==> src/verilog/afc_pkg.sv <==
// constants for the audio function configuration register bank
// What this block does
// - subsystem_ident takes only the first write after reset, always reads back
// - identifier, codec id, config and power words survive D3hot to D0
// - first_feature_pointer is read-only and returns 50h
// - irq_routing_note is free read/write, resets 00h, steers nothing
// - irq_pin_select reads 02h, low bits 010b, bits 7:3 reserved
// - audio interrupt request is ORed with shared_irq_b toward the controller
// - codec_slot_ids resets 09h, third code bits 3:2, second code bits 1:0
// - codec id leaves on link_serial_out most significant bit first
// - secondary or tertiary access puts its code into slot 0 bits 1:0
// - io_decode_unlock clear makes io enable and bars 10h, 14h read-only
// - io_decode_unlock clear forces bit 0 of both io bars to zero
// - pm_feature_ident_reg reads 0001h, upper byte 00h ends list
// - power_mgmt_features reads C9C2h, bits 15:11 read 11001b, wake from D3cold, D3hot and D0
// - bits 8:6 report 375 mA aux current, bits 10:9 and 4 reserved
// - bit 5 says no device-specific initialization is needed
// - bit 3 says bus clock not needed for a wake event
// - bits 2:0 report power management revision 1.1
// - bus mastering io bar read-only until unlock, type bit tracks unlock
package afc_pkg;
    // ------------------------------------------------------------
    // byte offsets in configuration space
    // ------------------------------------------------------------
    localparam logic [7:0] OFS_COMMAND    = 8'h04;
    localparam logic [7:0] OFS_MIXER_BAR  = 8'h10;
    localparam logic [7:0] OFS_BM_BAR     = 8'h14;
    localparam logic [7:0] OFS_SUBSYS     = 8'h2E;
    localparam logic [7:0] OFS_FIRST_FEATURE_POINTER    = 8'h34;
    localparam logic [7:0] OFS_IRQ_LINE   = 8'h3C;
    localparam logic [7:0] OFS_IRQ_PIN    = 8'h3D;
    localparam logic [7:0] OFS_CODEC_IDS  = 8'h40;
    localparam logic [7:0] OFS_CONFIG     = 8'h41;
    localparam logic [7:0] OFS_PM_IDENT   = 8'h50;
    localparam logic [7:0] OFS_PM_FEAT    = 8'h52;
    // ------------------------------------------------------------
    // reset and fixed values
    // ------------------------------------------------------------
    localparam logic [15:0] SUBSYS_RST    = 16'h0000;
    localparam logic [7:0]  FIRST_FEATURE_POINTER_VAL   = 8'h50;
    localparam logic [7:0]  IRQ_LINE_RST  = 8'h00;
    localparam logic [7:0]  IRQ_PIN_VAL   = 8'h02;
    localparam logic [7:0]  CODEC_IDS_RST = 8'h09;
    localparam logic [7:0]  CONFIG_RST    = 8'h00;
    localparam logic [15:0] PM_IDENT_VAL  = 16'h0001;
    localparam logic [15:0] PM_FEAT_VAL   = 16'hC9C2;
    // ------------------------------------------------------------
    // field positions
    // ------------------------------------------------------------
    localparam int SECOND_CODE_LSB = 0;
    localparam int THIRD_CODE_LSB  = 2;
    localparam int UNLOCK_BIT      = 0;
    localparam int IO_ENABLE_BIT   = 0;
    localparam int BAR_TYPE_BIT    = 0;
    localparam int MIXER_BASE_LSB  = 8;
    localparam int BM_BASE_LSB     = 6;
    localparam logic [15:0] MIXER_BASE_MASK = 16'hFF00;
    localparam logic [15:0] BM_BASE_MASK    = 16'hFFC0;
    // codec selector values on the codec access port
    localparam logic [1:0] SEL_PRIMARY   = 2'h0;
    localparam logic [1:0] SEL_SECONDARY = 2'h1;
    localparam logic [1:0] SEL_TERTIARY  = 2'h2;
endpackage : afc_pkg

==> src/verilog/afc_id_shifter.sv <==
// serializer for the two-bit codec id inside slot 0
`timescale 1ns/10ps
module afc_id_shifter
    import afc_pkg::*;
(
    // clock and reset
    input  wire logic       REF_CLK,
    input  wire logic       RSTN,
    // slot 0 framing
    input  wire logic       load,
    input  wire logic       shift,
    input  wire logic [1:0] code,
    // serial result
    output logic            bit_out
);
    logic [1:0] sh_reg;
    logic [1:0] sh_next;

    // load wins over shift; msb sits in the output position
    assign sh_next = load  ? code :
                     shift ? {sh_reg[0], 1'b0} : sh_reg;
    assign bit_out = sh_reg[1];

    always_ff @(posedge REF_CLK) begin
        if (!RSTN) begin
            sh_reg <= 2'h0;
        end else begin
            sh_reg <= sh_next;
        end
    end
endmodule : afc_id_shifter

==> src/verilog/afc_config_regs.sv <==
// configuration register bank of the audio function
`timescale 1ns/10ps
module afc_config_regs
    import afc_pkg::*;
(
    // clock and reset
    input  wire logic        REF_CLK,
    input  wire logic        RSTN,
    // configuration space access, 16-bit word lane
    input  wire logic        CFG_WR,
    input  wire logic        CFG_RD,
    input  wire logic [7:0]  CFG_ADDR,
    input  wire logic [1:0]  CFG_BE,
    input  wire logic [15:0] CFG_WDATA,
    output logic [15:0]      CFG_RDATA,
    // interrupt combining
    input  wire logic        AUDIO_IRQ,
    input  wire logic        SHARED_IRQ_B,
    output logic             IRQ_TO_CTRL,
    // codec access and slot 0 id bits
    input  wire logic        CODEC_START,
    input  wire logic [1:0]  CODEC_SEL,
    input  wire logic        SLOT_ID_SHIFT,
    output logic             LINK_SERIAL_OUT,
    // decode state toward the bars
    output logic             IO_ACCESS_ENABLE_CMD,
    output logic             IO_DECODE_UNLOCK,
    output logic [15:0]      MIXER_IO_BASE,
    output logic [15:0]      BM_IO_BASE
);
    // ------------------------------------------------------------
    // storage
    // ------------------------------------------------------------
    // no power state input here: d3hot to d0 never touches these
    logic [15:0] subsystem_ident_reg;
    logic [15:0] subsystem_ident_next;
    logic        subsys_locked_reg;
    logic [7:0]  irq_routing_note_reg;
    logic [7:0]  irq_routing_note_next;
    logic [3:0]  codec_slot_ids_reg;
    logic [3:0]  codec_slot_ids_next;
    logic        unlock_reg;
    logic        unlock_next;
    logic        io_enable_reg;
    logic        io_enable_next;
    logic [15:0] mixer_base_reg;
    logic [15:0] mixer_base_next;
    logic [15:0] bm_base_reg;
    logic [15:0] bm_base_next;
    logic [15:0] rdata_reg;
    logic [15:0] rdata_next;
    logic        irq_sync1_reg;
    logic        irq_sync2_reg;

    // ------------------------------------------------------------
    // address decode
    // ------------------------------------------------------------
    // word decode: both bytes of the 16-bit lane share one word address
    function automatic logic hit(input logic [7:0] a, input logic [7:0] o);
        hit = (a[7:1] == o[7:1]);
    endfunction : hit

    wire [15:0] wmask = {{8{CFG_BE[1]}}, {8{CFG_BE[0]}}};
    wire wr_cmd    = CFG_WR && hit(CFG_ADDR, OFS_COMMAND);
    wire wr_mixer  = CFG_WR && hit(CFG_ADDR, OFS_MIXER_BAR);
    wire wr_bm     = CFG_WR && hit(CFG_ADDR, OFS_BM_BAR);
    wire wr_subsys = CFG_WR && hit(CFG_ADDR, OFS_SUBSYS);
    wire wr_irq    = CFG_WR && hit(CFG_ADDR, OFS_IRQ_LINE) && CFG_BE[0];
    wire wr_codec  = CFG_WR && hit(CFG_ADDR, OFS_CODEC_IDS) && CFG_BE[0];
    wire wr_config = CFG_WR && hit(CFG_ADDR, OFS_CONFIG) && CFG_BE[1];

    // ------------------------------------------------------------
    // next values
    // ------------------------------------------------------------
    // write-once: any write with a byte lane set closes the door
    wire subsys_take = wr_subsys && !subsys_locked_reg && (CFG_BE != 2'h0);
    assign subsystem_ident_next = subsys_take ?
        ((CFG_WDATA & wmask) | (subsystem_ident_reg & ~wmask)) :
        subsystem_ident_reg;

    // kept only for software, no logic reads it
    assign irq_routing_note_next = wr_irq ? CFG_WDATA[7:0]
                                          : irq_routing_note_reg;

    // software keeps this fixed once codec traffic starts
    assign codec_slot_ids_next = wr_codec ? CFG_WDATA[3:0]
                                          : codec_slot_ids_reg;

    assign unlock_next = wr_config ? CFG_WDATA[8 + UNLOCK_BIT]
                                   : unlock_reg;

    assign io_enable_next = (wr_cmd && CFG_BE[0] && unlock_reg) ?
        CFG_WDATA[IO_ENABLE_BIT] : io_enable_reg;

    assign mixer_base_next = (wr_mixer && unlock_reg) ?
        (((CFG_WDATA & wmask) | (mixer_base_reg & ~wmask))
         & MIXER_BASE_MASK) : mixer_base_reg;
    assign bm_base_next = (wr_bm && unlock_reg) ?
        (((CFG_WDATA & wmask) | (bm_base_reg & ~wmask))
         & BM_BASE_MASK) : bm_base_reg;

    // ------------------------------------------------------------
    // read data
    // ------------------------------------------------------------
    wire [15:0] bar_type = {15'h0000, unlock_reg};
    wire [15:0] rd_mux =
        hit(CFG_ADDR, OFS_COMMAND)   ? {15'h0000, io_enable_reg} :
        hit(CFG_ADDR, OFS_MIXER_BAR) ? (mixer_base_reg | bar_type) :
        hit(CFG_ADDR, OFS_BM_BAR)    ? (bm_base_reg | bar_type) :
        hit(CFG_ADDR, OFS_SUBSYS)    ? subsystem_ident_reg :
        hit(CFG_ADDR, OFS_FIRST_FEATURE_POINTER)   ? {8'h00, FIRST_FEATURE_POINTER_VAL} :
        hit(CFG_ADDR, OFS_IRQ_LINE)  ?
            {IRQ_PIN_VAL, irq_routing_note_reg} :
        hit(CFG_ADDR, OFS_CODEC_IDS) ?
            {7'h00, unlock_reg, 4'h0, codec_slot_ids_reg} :
        hit(CFG_ADDR, OFS_PM_IDENT)  ? PM_IDENT_VAL :
        hit(CFG_ADDR, OFS_PM_FEAT)   ?
            PM_FEAT_VAL : 16'h0000;
    assign rdata_next = CFG_RD ? (rd_mux & wmask) : rdata_reg;

    // ------------------------------------------------------------
    // registers
    // ------------------------------------------------------------
    always_ff @(posedge REF_CLK) begin
        if (!RSTN) begin
            subsystem_ident_reg  <= SUBSYS_RST;
            subsys_locked_reg    <= 1'b0;
            irq_routing_note_reg <= IRQ_LINE_RST;
            codec_slot_ids_reg   <= CODEC_IDS_RST[3:0];
            unlock_reg           <= CONFIG_RST[0];
            io_enable_reg        <= 1'b0;
            mixer_base_reg       <= 16'h0000;
            bm_base_reg          <= 16'h0000;
            rdata_reg            <= 16'h0000;
        end else begin
            subsystem_ident_reg  <= subsystem_ident_next;
            subsys_locked_reg    <= subsys_locked_reg | subsys_take;
            irq_routing_note_reg <= irq_routing_note_next;
            codec_slot_ids_reg   <= codec_slot_ids_next;
            unlock_reg           <= unlock_next;
            io_enable_reg        <= io_enable_next;
            mixer_base_reg       <= mixer_base_next;
            bm_base_reg          <= bm_base_next;
            rdata_reg            <= rdata_next;
        end
    end

    // ------------------------------------------------------------
    // interrupt combining
    // ------------------------------------------------------------
    // the shared line comes from a pin, so it is synchronised first
    always_ff @(posedge REF_CLK) begin
        if (!RSTN) begin
            irq_sync1_reg <= 1'b0;
            irq_sync2_reg <= 1'b0;
        end else begin
            irq_sync1_reg <= SHARED_IRQ_B;
            irq_sync2_reg <= irq_sync1_reg;
        end
    end
    assign IRQ_TO_CTRL = AUDIO_IRQ | irq_sync2_reg;

    // ------------------------------------------------------------
    // slot 0 codec id
    // ------------------------------------------------------------
    // primary and unknown selectors send id 00
    wire [1:0] chosen_code =
        (CODEC_SEL == SEL_SECONDARY) ?
            codec_slot_ids_reg[SECOND_CODE_LSB +: 2] :
        (CODEC_SEL == SEL_TERTIARY)  ?
            codec_slot_ids_reg[THIRD_CODE_LSB +: 2] : 2'h0;

    afc_id_shifter u_shift (
        .REF_CLK (REF_CLK),
        .RSTN    (RSTN),
        .load    (CODEC_START),
        .shift   (SLOT_ID_SHIFT),
        .code    (chosen_code),
        .bit_out (LINK_SERIAL_OUT)
    );

    // ------------------------------------------------------------
    // outputs
    // ------------------------------------------------------------
    assign CFG_RDATA            = rdata_reg;
    assign IO_ACCESS_ENABLE_CMD = io_enable_reg;
    assign IO_DECODE_UNLOCK     = unlock_reg;
    assign MIXER_IO_BASE        = mixer_base_reg | bar_type;
    assign BM_IO_BASE           = bm_base_reg | bar_type;
endmodule : afc_config_regs

==> config.mk <==
export PLATFORM = sky130hd
export DESIGN_NAME = afc_config_regs
export DESIGN_NICKNAME = d
export VERILOG_FILES = /design/src/verilog/afc_pkg.sv /design/src/verilog/afc_id_shifter.sv /design/src/verilog/afc_config_regs.sv
export SDC_FILE = /design/constraint.sdc
export NUM_CORES = 1
export LEC_CHECK = 0
export ABC_AREA = 1
export BUFFER_PORTS_ARGS = -buffer_cell sky130_fd_sc_hd__buf_4
export CORE_UTILIZATION = 55
export DETAILED_ROUTE_END_ITERATION = 12
export PLACE_DENSITY = 0.93
export REMOVE_ABC_BUFFERS = 1
export SLEW_MARGIN = 20
export SYNTH_ARGS = -nofsm -noshare
export SYNTH_HDL_FRONTEND = slang
export SYNTH_HIERARCHICAL = 1
export SYNTH_SLANG_ARGS = --single-unit
export TNS_END_PERCENT = 50
==> constraint.sdc <==
create_clock -name REF_CLK -period 2.7 [get_ports REF_CLK]
set_clock_uncertainty 0.05 [all_clocks]
set_input_delay 0.405 -clock REF_CLK [delete_from_list [all_inputs] [get_ports REF_CLK]]
set_output_delay 0.405 -clock REF_CLK [all_outputs]
set_load 0.02 [all_outputs]
Yosys cells after proc, flatten, opt, wreduce, memory -nomap -nowiden
Cells that the tools add are included.

word-level totals
  output and inout port bits = 52
  register bits after elaboration = 69

cells by class
  eq/ne operators = 11
  reductions and logical operators = 18
  bitwise gates (word level) = 13
  muxes and demuxes = 13

operators by type and width
  cell                                                  number
  two-way mux 16 bit                                    9
  AND 16 bit                                            5
  OR 16 bit                                             3
  OR 16 x 1 -> 16 bit                                   2
  equality test 7 x 5 -> 1 bit (second input constant)  3
  equality test 7 x 6 -> 1 bit (second input constant)  3
  inverter 16 bit                                       1
  logical AND 1 bit                                     15
  equality test 7 x 4 -> 1 bit (second input constant)  2
  two-way mux 2 bit                                     4
  equality test 7 x 2 -> 1 bit (second input constant)  1
  nonzero test 2 bit                                    2
  equality test 2 x 1 -> 1 bit (second input constant)  1
  equality test 2 bit (second input constant)           1
  OR 1 bit                                              2
  zero test 1 bit                                       1

Logic depth before layout (Yosys ltp)
  depth after elaboration = 11
  depth in mapped cells = 9
  mapped depth without buffers = 9

Modules after synthesis
The synthesis kept the hierarchy.

modules (own cells, without submodules)
  module           area each (um2)  cells an instance  sequential area each (um2)  instances
  afc_config_regs  3259.4           459                1341.3                      1
  afc_id_shifter   92.6             14                 40.0                        1

Worst setup path before layout
No wires, ideal clock.

  path kind = flip-flop to flip-flop
  from = reg unlock_reg (netlist: IO_DECODE_UNLOCK)
  to = reg (tool-made name)
  clock period less this slack = 1.536 ns
  stages on the path, launching flop included = 7
  path slack = 1.164 ns
  buffers on the path = 1
  arrival = 1.367 ns
  setup time = 0.119 ns
  path through = dfxtp_1 inv_1 nor3_4 nand2_1 buf_2 o21ai_1 a21oi_1

RTL lines
  what                      line                    RTL
  start: declaration        afc_config_regs.sv:42   logic unlock_reg;
  start signal: assignment  afc_config_regs.sv:130  unlock_reg <= CONFIG_RST[0];
  start signal: assignment  afc_config_regs.sv:140  unlock_reg <= unlock_next;

==> metrics.md <==
| Metric | Value |
|---|---|
| Die ar. | 6410 sq um |
| Clock share of power | 0.381 |
| Wire per inst | 13.7 microns |
| Sw Share | 0.256 |
| Endpoint type of the worst setup path | register |
| Max-cap violation count | 0 |
| RSZ-0062 raised after global routing | false |
| Reg-to-Reg Start | IO_DECODE_UNLOCK |
| GRT busiest layer | met2 |
| Sequential share of power | 0.529 |
| Core ar. | 5890 sq um |
| Rows | 28 |
| Total grt overflow | 0 |
| Crit path max-delay family | simple AND/OR/NAND/NOR gates |
| Gr usage total | 0.282 |
| Iter 0 DRT Violations | 238 |
| Peak VDD IR | 0.000303 V |
| Critical path startpoint category | register |
| Ports | 88 |
| Synth warnings | 6 |
| CP bufs+invs | 1 |
| Met2 Usage GRT | 0.485 |
| Seq/Total Area, Yosys | 0.412 |
| PwrDens | 479 nW/um^2 |
| Finished layout cell area | 4030 sq um |
| Fraction of registers with async set/reset | 0 |
| Post-Synthesis Cells | 473 |
| IO buf count | 74 |
| Synth cell types | 33 |
| Post-layout min period | 1.78 ns |
| Final setup viols | 0 |
| Largest net degree at the start of global routing | 48 |
| Share of post-route cells with drive strength above 1 | 0.228 |
| Placed Area | 3860 sq um |
| 1st-pass router iterations | 5 |
| Most frequent cell after synthesis | nand2_1 |
| Yosys top cell area share | 0.412 |
| LEAKAGE | 1.80 nW |
| Clk slew on worst S/H paths | 0.07 ns |
| Final Max Tran Viols | 0 |
| Logic pwr share | 0.090 |
| Seq cells post-synth | 69 |
| Post-CTS sizing | 0 |
| Non-Filler Instances | 623 |
| EDFF count, synth | 0 |
| # Post-CTS Setup Buffers | 0 |
| Grt met3 use | 0.0545 |
| Number of global-route vias before repair | 3085 |
| Synthesis-to-finish area growth | 20.3% |
| Post-Syn Area | 3350 sq um |
| Post-DP HPWL | 6180 microns |
| Syn_area_per_cell | 7.09 sq um |
| TritonCTS buffer count | 9 |
| CP max-delay cell | dfxtp_1 |
| First-pass GRT wire length | 13800 microns |
| Wirelength, routed | 8560 microns |
| Synth top cells by count | 92 x nand2_1, 69 x dfxtp_1, 59 x nor2_1 |
| Area contributors post-synth | dfxtp_1 41%, nand2_1 10%, a21oi_1 7.0% |
| # hold bufs at CTS | 0 |
| Clk_lat worst skew | 0.35 ns |
| Clk root buf | clkbuf_8 |
| P_int | 1.44 mW |
| DR vias/cell | 5.43 |
| Dpl cells | 607 |
| Hold Path Class | input pin to register |
| Sw power | 0.495 mW |
| Required @ worst endpoint | 2.88 ns |
| CTS Sinks | 69 |
| Worst Setup SP | IO_DECODE_UNLOCK |
| Min-delay src | SHARED_IRQ_B |
| Hold Fails Final Rpt | 0 |
| Worst Path Max Fanout | 12 |
| DRC Markers | 0 |
| Antenna viol nets, final | 0 |
| Power, Total | 1.93 mW |
| Detailed-route via count | 3386 |
| Largest buffer count on any clock path | 2 |
| Post-synth top flop | dfxtp_1 |
| WS Path Type | register to register |
| Chip height | 80.1 microns |
| Fmax | 562 MHz |
| Worst-Margin Slew | 0.770 ns |
| Initial core utilization | 0.570 |
| Status | finished clean |
| Nets | 579 |
| Setup TNS | 0 ns |
| Die width | 80.1 microns |
| Final Util | 0.685 |
| Cell accounting for the most synthesized area | dfxtp_1 |
| Delay of the slowest critical-path stage | 0.44 ns |
| Antenna violations before repair | 0 |
| H-tree Lvls | 3 |
| Period utilization | 0.659 |
| CTS tree | yes |
| Global Route met1 Usage | 0.349 |
| Critical path, cell by cell | inv_1 > nor3_4 > nand2_1 > o21ai_0 > a21oi_1 |
| Ant. Diodes | 0 |
| Final Wtd Congestion | 0.891 |
| Max transition margin | 0.486 |
| Arr. time, crit path | 1.95 ns |
==> cells in the final DEF (no fill, tap or decap), drive strengths merged <==
| cell type | netlist | layout |
|---|---|---|
| nand2 | 98 | 98 |
| buf | 20 | 76 |
| nor2 | 70 | 70 |
| dfxtp | 69 | 69 |
| o21ai | 52 | 52 |
| a21oi | 48 | 48 |
| inv | 45 | 45 |
| nand3 | 37 | 37 |
| conb | 1 | 12 |
| clkbuf | 8 | 12 |
| nor3 | 10 | 10 |
| clkinv | 4 | 8 |
| or2 | 4 | 4 |
| o211ai | 3 | 3 |
| nand4 | 1 | 1 |
| nand3b | 1 | 1 |
| a211oi | 1 | 1 |
| a21boi | 1 | 1 |
==> power by group through the flow <==
stage	sequential, mW	combinational, mW	clock (mW)
6_report	1.02	0.174	0.736
5_1_grt	1.02	0.191	0.779
4_1_cts	1.02	0.171	0.738
3_5_place_dp	1.05	0.170	0
3_3_place_gp	1.05	0.164	0
2_1_floorplan	1.05	0.0840	0
==> path summary, 6_finish.rpt <==
check                           cells past startpoint             to  slack (ns)
worst max register to register                      5       register        0.92
worst min-delay path                                3  irq_sync1_reg        0.19
worst min register to register                      2  irq_sync2_reg        0.38
worst max-delay path                                5       register        0.92
==> final cells by class <==
class                   instances  area, sq um
clock buffers                  12          145
repair buffers                 76          571
well taps                      75         93.8
multi-input cells             338         1630
clock inverters                 4         23.8
inverters                      49          186
fillers                       490         1850
flip-flops and latches         69         1380
==> layer usage <==
layer / routed length [microns] / vias to the layer above
met1: 3570 / 1567
li1: - / 1648
met3: 645 / 22
met4: 195 / 0
met2: 4150 / 149
met5: 0 / -
==> stage by stage <==
stage,setup slack [ns],hold slack (ns)
6_report,0.921,0.186
5_1_grt,0.789,0.184
4_1_cts,0.957,0.191
3_5_place_dp,0.772,0.365
3_3_place_gp,0.827,0.346
2_1_floorplan,0.810,0.340
==> worst reg2reg max path, stage by stage (launching register included) <==
cell	delay (ns)
dfxtp_1	0.44
inv_1	0.14
nor3_4	0.35
nand2_1	0.32
o21ai_0	0.29
a21oi_1	0.08
==> cell families after synthesis <==
kind of cell | share of synthesized area
other | 0.00112
buffers and inverters | 0.113
DFF | 0.412
AOI/OAI and AO/OA | 0.168
and+or+nand+nor | 0.306
(Power assumes the default switching activity.)
